File: src/design/fss_defs.svh
`ifndef FSS_DEFS_SVH
`define FSS_DEFS_SVH

// register sub-addresses
`define FSS_ADDR_FWSTAT 8'h02
`define FSS_ADDR_OUTPUT_ENABLE_REG 8'h10
`define FSS_ADDR_SYSTEM_CONTROL_TWO 8'h12
`define FSS_ADDR_RAIL_GOOD_STATUS 8'h13
`define FSS_ADDR_CLRIRQ 8'h1F
`define FSS_ADDR_TGT0 8'h20
`define FSS_ADDR_TGT1 8'h22
`define FSS_ADDR_TGT2 8'h24
`define FSS_ADDR_TGT3 8'h26

// field positions
`define FSS_OUTPUT_ENABLE_REG_SW_BIT 7
`define FSS_SYSTEM_CONTROL_TWO_PGMASK_BIT 7
`define FSS_TGT_KEEP_BIT 6
`define FSS_TGT_SLEWOK_BIT 5
`define FSS_FW_PGTO_BIT 3
`define FSS_FW_UVW_BIT 4
`define FSS_FW_UVF_BIT 5
`define FSS_FW_THW_BIT 6
`define FSS_FW_THF_BIT 7

// reset values
`define FSS_RST_CMD 8'h00

// timing, figures in microseconds, counts in cycles of the 20 MHz clock
`define FSS_CLK_MHZ 20
`define FSS_T_DEB_US 25
`define FSS_T_PGD_US 250
`define FSS_T_TO_US 14000
`define FSS_T_INH_US 1000000
`define FSS_DEB_CYC (`FSS_T_DEB_US * `FSS_CLK_MHZ)
`define FSS_PGD_CYC (`FSS_T_PGD_US * `FSS_CLK_MHZ)
`define FSS_TO_CYC (`FSS_T_TO_US * `FSS_CLK_MHZ)
`define FSS_INH_CYC (`FSS_T_INH_US * `FSS_CLK_MHZ)

`endif

File: src/design/fss_pkg.sv
package fss_pkg;
    typedef logic [24:0] fss_cnt_t;
    typedef logic [7:0] fss_byte_t;
    typedef enum logic [1:0] {
        FSS_ST_START,
        FSS_ST_RUN,
        FSS_ST_PDN
    } fss_state_t;
endpackage

File: src/design/fss_sync.sv
`timescale 1ns/1ps
module fss_sync #(
    parameter int W = 1
) (
    // clock and reset
    input wire logic clk_i,
    input wire logic rst_n_i,
    // data
    input wire logic [W-1:0] d_i,
    output logic [W-1:0] q_o
);
    logic [W-1:0] meta_q;
    logic [W-1:0] sync_q;

    always_ff @(posedge clk_i or negedge rst_n_i) begin
        if (!rst_n_i) begin
            meta_q <= '0;
            sync_q <= '0;
        end else begin
            meta_q <= d_i;
            sync_q <= meta_q;
        end
    end

    assign q_o = sync_q;
endmodule

File: src/design/fss_supervisor.sv
// Overview of operation
// - keep-alive bit set keeps its regulator on in standby regardless of request and wake.
// - kept-alive regulator stays on until bit cleared, hard reset, or any fault.
// - software-control bit set makes regulators follow only their enable register bits and keep-alive bits.
// - falling power-on request clears the whole output enable register.
// - fault on input undervoltage, over-temperature, or rail low for 14 ms.
// - reset output low at start until always-on rail good and start timer done.
// - reset output low when always-on rail lost over 25 us, or hard reset.
// - reset output released 14 ms after always-on rail is good again.
// - undervoltage at end of start-up time sets status bit and interrupt.
// - enabled rail low over 25 us drops rail-ok output and its status bit.
// - status bit 0 always-on, 1-3 step-down, 4 buck-boost, 5-7 linear.
// - no regulator enabled means rail-ok low and all rail status zero.
// - rail-ok rises 250 us after last rail good; lows last event plus 250 us.
// - rail-ok low over 14 ms is a timeout fault unless masked by control bit 7.
// - slew drops rail-ok unless target bit 5 set; rail status unaffected.
// - input undervoltage warning sets status bit 4 and interrupt.
// - thermal warning sets bit 6 and interrupt; thermal fault starts shutdown.
// - status bits 3 timeout, 4 uv warn, 5 uv fault, 6 th warn, 7 th fault.
// - warning holds interrupt and bit until clear command and condition gone.
// - fault interrupt held until clear; bit then held for inhibit time or fault.
// - fault sets bit, drops interrupt and wake, disables all, clears enables, powers down.
// - re-enable waits for fault gone and one second; then wake follows request.
// - clear-interrupt command acts at sub-address acknowledge; its data ignored.
// - fault shutdown leaves interrupt and status registers untouched.
`timescale 1ns/1ps
`include "fss_defs.svh"
module fss_supervisor import fss_pkg::*; #(
    parameter int P_PGD_CYC = `FSS_PGD_CYC,
    parameter int P_TO_CYC = `FSS_TO_CYC,
    parameter int P_INH_CYC = `FSS_INH_CYC
) (
    // clock and reset
    input wire logic clk_i,
    input wire logic rst_n_i,
    // register port from the serial interface
    input wire logic reg_wr_i,
    input wire logic reg_sub_ack_i,
    input wire logic [7:0] reg_addr_i,
    input wire logic [7:0] reg_wdata_i,
    output logic [7:0] reg_rdata_o,
    // pins and pushbutton controller
    input wire logic power_on_request_i,
    input wire logic [6:0] en_pin_i,
    input wire logic hard_reset_i,
    // analog monitors
    input wire logic [7:0] rail_good_raw_i,
    input wire logic [3:0] slew_active_i,
    input wire logic vin_warn_i,
    input wire logic vin_fault_i,
    input wire logic temp_warn_i,
    input wire logic temp_fault_i,
    // outputs
    output logic [6:0] reg_en_o,
    output logic wake_o,
    output logic irq_n_o,
    output logic rail_ok_output_o,
    output logic reset_output_n_o,
    output logic powerdown_state_o
);
    localparam fss_cnt_t L_DEB = fss_cnt_t'(`FSS_DEB_CYC);
    localparam fss_cnt_t L_PGD = fss_cnt_t'(P_PGD_CYC);
    localparam fss_cnt_t L_TO = fss_cnt_t'(P_TO_CYC);
    localparam fss_cnt_t L_INH = fss_cnt_t'(P_INH_CYC);

    logic [23:0] sync_w;
    logic po_s, uvw_s, uvf_s, thw_s, thf_s;
    logic [6:0] en_pin_s;
    logic [7:0] raw_s;
    logic [3:0] slew_s;

    fss_sync #(.W(24)) u_sync (
        .clk_i(clk_i),
        .rst_n_i(rst_n_i),
        .d_i({power_on_request_i, en_pin_i, rail_good_raw_i, slew_active_i,
              vin_warn_i, vin_fault_i, temp_warn_i, temp_fault_i}),
        .q_o(sync_w)
    );
    assign {po_s, en_pin_s, raw_s, slew_s, uvw_s, uvf_s, thw_s, thf_s} = sync_w;

    fss_state_t st_q, st_d;
    fss_cnt_t tmr_q, pg_cnt_q, rst_cnt_q;
    fss_byte_t output_enable_reg_q, system_control_two_q, fws_q, fws_d, rdata_q;
    fss_byte_t tgt_q [4];
    logic [7:0] good_q;
    logic [6:0] en_q, en_d, ka_map;
    logic hr_q, po_q, clr_pend_q, fault_irq_q;
    logic wake_q, irq_n_q, rail_ok_q, rst_n_q, pdn_q;

    // rail debouncers: low after 25 us, good after 250 us of steady good
    fss_cnt_t deb_q [8];
    for (genvar k = 0; k < 8; k++) begin : g_rail
        wire deb_done = good_q[k] ? (deb_q[k] == L_DEB - 1) : (deb_q[k] == L_PGD - 1);
        always_ff @(posedge clk_i or negedge rst_n_i) begin
            if (!rst_n_i) begin
                deb_q[k] <= '0;
                good_q[k] <= 1'b0;
            end else if (good_q[k] == raw_s[k]) begin
                deb_q[k] <= '0;
            end else if (deb_done) begin
                deb_q[k] <= '0;
                good_q[k] <= ~good_q[k];
            end else begin
                deb_q[k] <= deb_q[k] + 1'b1;
            end
        end
    end

    // decode
    wire run_w = (st_q == FSS_ST_RUN);
    wire any_en = |en_q;
    wire [7:0] rail_en = {en_q, 1'b1};
    wire [7:0] rail_good_status_w = any_en ? (good_q & rail_en) : 8'h00;
    wire [3:0] slew_ok = {tgt_q[3][`FSS_TGT_SLEWOK_BIT], tgt_q[2][`FSS_TGT_SLEWOK_BIT],
                          tgt_q[1][`FSS_TGT_SLEWOK_BIT], tgt_q[0][`FSS_TGT_SLEWOK_BIT]};
    wire slew_low = |(slew_s & ~slew_ok);
    wire pg_ok_d = any_en && ((good_q | ~rail_en) == 8'hFF) && !slew_low;
    wire pg_counting = run_w && any_en && !rail_ok_q;
    wire pg_to_w = pg_counting && (pg_cnt_q == L_TO - 1);
    wire hr_evt = hard_reset_i;
    wire fault_evt = run_w && (uvf_s || thf_s || (pg_to_w && !system_control_two_q[`FSS_SYSTEM_CONTROL_TWO_PGMASK_BIT]));
    wire fault_hold = uvf_s || thf_s;
    wire inhibit = !run_w || fault_evt || hr_evt;
    wire start_end = (st_q == FSS_ST_START) && (tmr_q == L_INH - 1);
    wire start_uv = start_end && (uvw_s || uvf_s);
    wire clr_cmd = reg_sub_ack_i && (reg_addr_i == `FSS_ADDR_CLRIRQ);
    wire wr_output_enable_reg = reg_wr_i && (reg_addr_i == `FSS_ADDR_OUTPUT_ENABLE_REG);
    wire wr_system_control_two = reg_wr_i && (reg_addr_i == `FSS_ADDR_SYSTEM_CONTROL_TWO);
    wire cmd_clear = fault_evt || hr_evt;
    wire po_fall = po_q && !po_s;
    wire sensed = (st_q != FSS_ST_START) || start_end;

    assign ka_map = {2'b00, tgt_q[3][`FSS_TGT_KEEP_BIT], 1'b0, tgt_q[2][`FSS_TGT_KEEP_BIT],
                     tgt_q[1][`FSS_TGT_KEEP_BIT], tgt_q[0][`FSS_TGT_KEEP_BIT]};

    // supervisory state: start-up and fault power-down share one timer
    always_comb begin
        st_d = st_q;
        case (st_q)
            FSS_ST_START: if (start_end) st_d = FSS_ST_RUN;
            FSS_ST_RUN: if (fault_evt) st_d = FSS_ST_PDN;
            FSS_ST_PDN: if (tmr_q >= L_INH - 1 && !fault_hold && !hr_evt) st_d = FSS_ST_RUN;
            default: st_d = FSS_ST_PDN;
        endcase
        if (hr_evt) begin
            st_d = FSS_ST_PDN;
        end
    end

    // set wins over clear; fault bits also hold through power-down
    wire [7:0] fw_set = {thf_s & sensed, thw_s & sensed, uvf_s & sensed, uvw_s & sensed, pg_to_w, 3'b000};
    wire [7:0] fw_hold = {thf_s | !run_w, thw_s, uvf_s | !run_w, uvw_s, !run_w, 3'b000};
    // a masked rail timeout still pulls the interrupt low, it only skips the shutdown
    wire fault_irq_d = (fault_irq_q && !clr_cmd) || fault_evt || start_uv || pg_to_w;
    wire clr_pend_d = (clr_pend_q || clr_cmd) && (fws_d != 8'h00);

    always_comb begin
        fws_d = (fws_q & ~({8{clr_pend_q}} & ~fw_hold)) | fw_set;
        fws_d[2:0] = 3'b000;
    end

    // software control ignores pins; keep-alive ORs in regardless of wake
    always_comb begin
        if (inhibit) begin
            en_d = 7'h00;
        end else if (output_enable_reg_q[`FSS_OUTPUT_ENABLE_REG_SW_BIT]) begin
            en_d = output_enable_reg_q[6:0] | ka_map;
        end else begin
            en_d = output_enable_reg_q[6:0] | en_pin_s | ka_map;
        end
    end

    always_ff @(posedge clk_i or negedge rst_n_i) begin
        if (!rst_n_i) begin
            st_q <= FSS_ST_START;
            tmr_q <= '0;
            hr_q <= 1'b0;
        end else begin
            st_q <= st_d;
            tmr_q <= (st_d != st_q || hr_evt) ? '0 : (tmr_q == L_INH ? tmr_q : tmr_q + 1'b1);
            hr_q <= hr_evt || (hr_q && st_d == FSS_ST_PDN);
        end
    end

    // command registers; shutdown events clear all, then request fall, then writes
    always_ff @(posedge clk_i or negedge rst_n_i) begin
        if (!rst_n_i) begin
            output_enable_reg_q <= `FSS_RST_CMD;
            system_control_two_q <= `FSS_RST_CMD;
            for (int i = 0; i < 4; i++) tgt_q[i] <= `FSS_RST_CMD;
        end else if (cmd_clear) begin
            output_enable_reg_q <= `FSS_RST_CMD;
            system_control_two_q <= `FSS_RST_CMD;
            for (int i = 0; i < 4; i++) tgt_q[i] <= `FSS_RST_CMD;
        end else begin
            if (po_fall) output_enable_reg_q <= `FSS_RST_CMD;
            else if (wr_output_enable_reg) output_enable_reg_q <= reg_wdata_i;
            if (wr_system_control_two) system_control_two_q <= reg_wdata_i;
            for (int i = 0; i < 4; i++) begin
                if (reg_wr_i && reg_addr_i == `FSS_ADDR_TGT0 + 8'(2 * i)) tgt_q[i] <= reg_wdata_i;
            end
        end
    end

    always_ff @(posedge clk_i or negedge rst_n_i) begin
        if (!rst_n_i) begin
            pg_cnt_q <= '0;
            rst_cnt_q <= '0;
        end else begin
            pg_cnt_q <= !pg_counting ? '0 : (pg_cnt_q == L_TO ? pg_cnt_q : pg_cnt_q + 1'b1);
            rst_cnt_q <= (!good_q[0] || hr_q) ? '0 : (rst_cnt_q == L_TO ? rst_cnt_q : rst_cnt_q + 1'b1);
        end
    end

    always_ff @(posedge clk_i or negedge rst_n_i) begin
        if (!rst_n_i) begin
            fws_q <= 8'h00;
            fault_irq_q <= 1'b0;
            clr_pend_q <= 1'b0;
            po_q <= 1'b0;
        end else begin
            fws_q <= fws_d;
            fault_irq_q <= fault_irq_d;
            clr_pend_q <= clr_pend_d;
            po_q <= po_s;
        end
    end

    // registered outputs
    always_ff @(posedge clk_i or negedge rst_n_i) begin
        if (!rst_n_i) begin
            en_q <= 7'h00;
            wake_q <= 1'b0;
            irq_n_q <= 1'b1;
            rail_ok_q <= 1'b0;
            rst_n_q <= 1'b0;
            pdn_q <= 1'b0;
        end else begin
            en_q <= en_d;
            wake_q <= !inhibit && po_s;
            irq_n_q <= !(fault_irq_d || fws_d[`FSS_FW_UVW_BIT] || fws_d[`FSS_FW_THW_BIT]);
            rail_ok_q <= pg_ok_d;
            rst_n_q <= st_d != FSS_ST_START && !hr_evt && !hr_q && good_q[0] && rst_cnt_q == L_TO;
            pdn_q <= (st_d == FSS_ST_PDN);
        end
    end

    // one-cycle read latency; unmapped addresses read zero
    always_ff @(posedge clk_i or negedge rst_n_i) begin
        if (!rst_n_i) begin
            rdata_q <= 8'h00;
        end else begin
            case (reg_addr_i)
                `FSS_ADDR_FWSTAT: rdata_q <= fws_q;
                `FSS_ADDR_RAIL_GOOD_STATUS: rdata_q <= rail_good_status_w;
                `FSS_ADDR_OUTPUT_ENABLE_REG: rdata_q <= output_enable_reg_q;
                `FSS_ADDR_SYSTEM_CONTROL_TWO: rdata_q <= system_control_two_q;
                `FSS_ADDR_TGT0: rdata_q <= tgt_q[0];
                `FSS_ADDR_TGT1: rdata_q <= tgt_q[1];
                `FSS_ADDR_TGT2: rdata_q <= tgt_q[2];
                `FSS_ADDR_TGT3: rdata_q <= tgt_q[3];
                default: rdata_q <= 8'h00;
            endcase
        end
    end

    assign reg_rdata_o = rdata_q;
    assign reg_en_o = en_q;
    assign wake_o = wake_q;
    assign irq_n_o = irq_n_q;
    assign rail_ok_output_o = rail_ok_q;
    assign reset_output_n_o = rst_n_q;
    assign powerdown_state_o = pdn_q;
endmodule

File: config.mk
export PLATFORM = sky130hd
export DESIGN_NAME = fss_supervisor
export DESIGN_NICKNAME = d
export VERILOG_FILES = /design/src/design/fss_pkg.sv /design/src/design/fss_sync.sv /design/src/design/fss_supervisor.sv
export VERILOG_INCLUDE_DIRS = /design/src /design/src/design
export SDC_FILE = /design/constraint.sdc
export NUM_CORES = 1
export LEC_CHECK = 0
export ABC_AREA = 0
export BUFFER_PORTS_ARGS = -buffer_cell sky130_fd_sc_hd__buf_2
export CORE_ASPECT_RATIO = 0.7
export CORE_MARGIN = 8
export CORE_UTILIZATION = 55
export DETAILED_ROUTE_END_ITERATION = 7
export PLACE_DENSITY = 0.69
export SYNTH_ARGS = -nofsm -noshare
export SYNTH_HDL_FRONTEND = slang
export SYNTH_SLANG_ARGS = --single-unit
File: constraint.sdc
create_clock -name clk_i -period 6.5 [get_ports clk_i]
set_input_delay 1.3 -clock clk_i [delete_from_list [all_inputs] [get_ports clk_i]]
set_output_delay 1.3 -clock clk_i [all_outputs]
set_load 0.02 [all_outputs]
==> impl_results.md <==
* Gpl congestion at 0.918
* Pin count of the biggest net entering global routing at 163
* RR Startpoint: st_q[1]
* P per Cell Area at 252 nW/µm²
* WL per Instance at 17.6 µm
* First-pass GRT wire length at roughly 74000 µm
* Total congestion overflow at 0
* Initial Util at 0.561
* Total CTS buffers at 41
* Syn_nets at 2047
* RSZ-0062 raised after global routing: false
* Leading cell types by total area after synthesis: dfrtp_1 52%, xnor2_1 6.7%, nor2_1 6.2%, xor2_1 4.4%, nand3_1 3.9%
* Final period util at 0.503
* Gate Count Post-Synth at 1988
* Pins over their slew limit at 0
* Post-CTS Setup Repair Bufs at 0
* Dpl cell area at 20100 µm²
* Die Y-Extent at approximately 170 µm
* Initial DRC Count at between 1k and 1.5k
* Reg area at 10300 µm²
* Setup Viol. Count Final at 0
* Mapped Area at 19500 µm²
* Vias/cell at 5.79
* Fin Clk Skew at 0.0155 ns
* Max cap viols at 0
* Synth top area share at 0.524
* HP Class: flop to flop
* Pwr Total at 5460 µW
* # port buffers at 64
* Run status: finished, final reports clean
* DRC at 0
* Commonest non-fill, non-tap cell in the layout: dfrtp_1
* Die ar. at approximately 42000 µm²
* Worst min-delay path startpoint: u_sync.meta_q[11]
* CP arrival at 3.61 ns
* Fin. Hold Viols at 0
* Required @ worst endpoint at 6.85 ns
* Cell taking the most area after synthesis: dfrtp_1
* Cell leakage power at 0.00895 µW
* Tmin final at 3.27 ns
* Skew-Pair Late Insertion Delay at 0.55 ns
* Kind of critical path: flop to flop
* Worst-path clk slew at ~0.06 ns
* Hold Path End: u_sync.q_o[11]
* Yosys reg bits at 410
* Distinct cells, synth at 68
* Core Rows at 57
* Synth async-reset ratio at 1.00
* Reg2Reg Setup Slack at 3.23 ns
* Post-CTS Resized at 0
* Filler Cells Inserted at 2922
* Most frequent cells in the layout: 409 x dfrtp_1, 324 x nor2_1, 153 x nand3_1
* Synth-to-Final Area Change at 11.1%
* ANT nets after route at 0
* Worst setup EP type: flop
* Startpoint Class: flop
* DRT Pass-1 Iters at 8
* Die width at 241 µm
* GRT Overall Usage at 0.214
* Fmax at 0.306 GHz
* H-tree depth at 2
* # hold bufs at CTS at 0
* VDD IR max at 0.000195 V
* Finished Cell Area at 21700 µm²
* Number of synthesized flops with an enable pin at 0
* Relative slew slack at 0.150
* Slew @ Worst Pin at 1.26 ns
* Nets at 2077
* Worst hold slack at between 0.3 and 0.4 ns
* # IOs at 65
* Post-synthesis sequential area ratio at 0.526
* Via count at 14.6k
* Worst r2r path cells at 6
* Root buf cell: clkbuf_16
* Total Wirelength at approximately 45000 µm
* DP HPWL at 29800 µm
* Clock sink total at 410
* Fraction of layout cells with a size suffix above 1 at 0.0848
* Cells on Worst Hold Path at 0
* Synth Flop Type: dfrtp_1
* Setup TNS at 0 ns
* Crit-path max FO at 32
* Vias in the first global route at 13.9k
* Core area at approximately 35000 µm²
* FF-to-FF End: tmr_q[17]
* CTS tree: built
* Syn_area_per_cell at 9.82 µm²
* Initial antenna violation count at 2
* Synth warn at 0
* Clock Path Buffers at 3
* Multi-input gate area at 8600 µm²
## layout make-up
class                   count  area share
flip-flops and latches    410       0.473
well taps                 472      0.0272
clock inverters            22      0.0164
clock buffers              54      0.0552
inverters                  72      0.0125
repair buffers             69      0.0181
diodes                      2    0.000231
multi-input cells        1424       0.397
## critical path, stage by stage (launching register included)
cell and delay [ns]:
dfrtp_1 0.42, nand2b_1 0.29, a211o_1 0.34, buf_4 0.23
nor4_2 0.60, or3_1 0.99, a31oi_1 0.21
## power breakdown
group | leakage, µW | switching (µW) | total [µW] | internal, µW
Clock | 0.000751 | 1030 | 2690 | 1660
Sequential | 0.00555 | 26.9 | 2610 | 2580
Combinational | 0.00265 | 124 | 165 | 41.4
## routing by layer
| layer | vias to the layer above | wire length (µm) | global-route usage |
|---|---|---|---|
| li1 | 6990 | - | - |
| met1 | 7132 | 21300 | 0.325 |
| met2 | 435 | 19200 | 0.306 |
| met3 | 67 | 3100 | 0.0430 |
| met4 | 0 | 949 | 0.0562 |
| met5 | - | 0 | 0 |
## how the worst max path moves through the flow
stage / start / cells after the start / slack, ns / end
final: st_q[1] / 6 / 3.23 / tmr_q[17]
after global routing: st_q[1] / 6 / 2.99 / tmr_q[22]
after CTS: st_q[1] / 6 / 3.23 / tmr_q[4]
after detailed placement: hard_reset_i / 6 / 2.86 / tmr_q[4]
after global placement: reg_addr_i[0] / 6 / 3.00 / tgt_q[0]
after floorplan: reg_addr_i[0] / 8 / 3.63 / tgt_q[31]
## kinds of logic after synthesis
| kind of cell | share of synthesized area |
|---|---|
| AO/OA/AOI/OAI | 0.0565 |
| XOR/XNOR | 0.112 |
| adder cells (fa/ha/maj) | 0.00898 |
| buffers and inverters | 0.0344 |
| flip-flops | 0.526 |
| multiplexers | 0.0143 |
| AND/OR/NAND/NOR | 0.248 |
## through the flow
step | std cells | setup WS (ns) | utilization
floorplan | 1988 | 3.63 | -
global placement | 2447 | 3.00 | 0.578
detailed placement | 2447 | 2.86 | 0.578
CTS | 2523 | 3.23 | 0.623
global route | 2525 | 2.99 | 0.623
finish | 2525 | 3.23 | 0.623
## synth_stat cells, types with 4 or more instances
cell and number:
a2111oi_0 6, a211oi_1 6, a21oi_1 51, a222oi_1 9, a22o_1 7, a22oi_1 8, a31oi_1 27, and2_1 6
and3_1 27, and4_1 27, buf_2 18, buf_4 8, clkbuf_1 50, dfrtp_1 409, ha_1 14, inv_1 72
mux2_2 7, mux2i_1 20, nand2_1 137, nand2b_1 18, nand3_1 153, nand4_1 62, nand4b_1 5, nor2_1 324
nor2b_1 7, nor3_1 69, nor3b_1 4, nor4_1 53, nor4b_1 22, o21ai_0 20, o22ai_1 4, or2_2 6
or3_1 22, or4_1 13, xnor2_1 150, xor2_1 99
## state kept, by name (all words and copies together), names as in the netlist, 2 cells and up
name,flops
deb_q,200
fws_q,5
good_q,8
ka_map,4
output_enable_reg_q,8
pg_cnt_q,25
reg_en_o,7
reg_rdata_o,8
rst_cnt_q,25
slew_ok,4
st_q,2
system_control_two_q,8
tgt_q,24
tmr_q,25
u_sync.meta_q,24
u_sync.q_o,24
(Power assumes the default switching activity.)
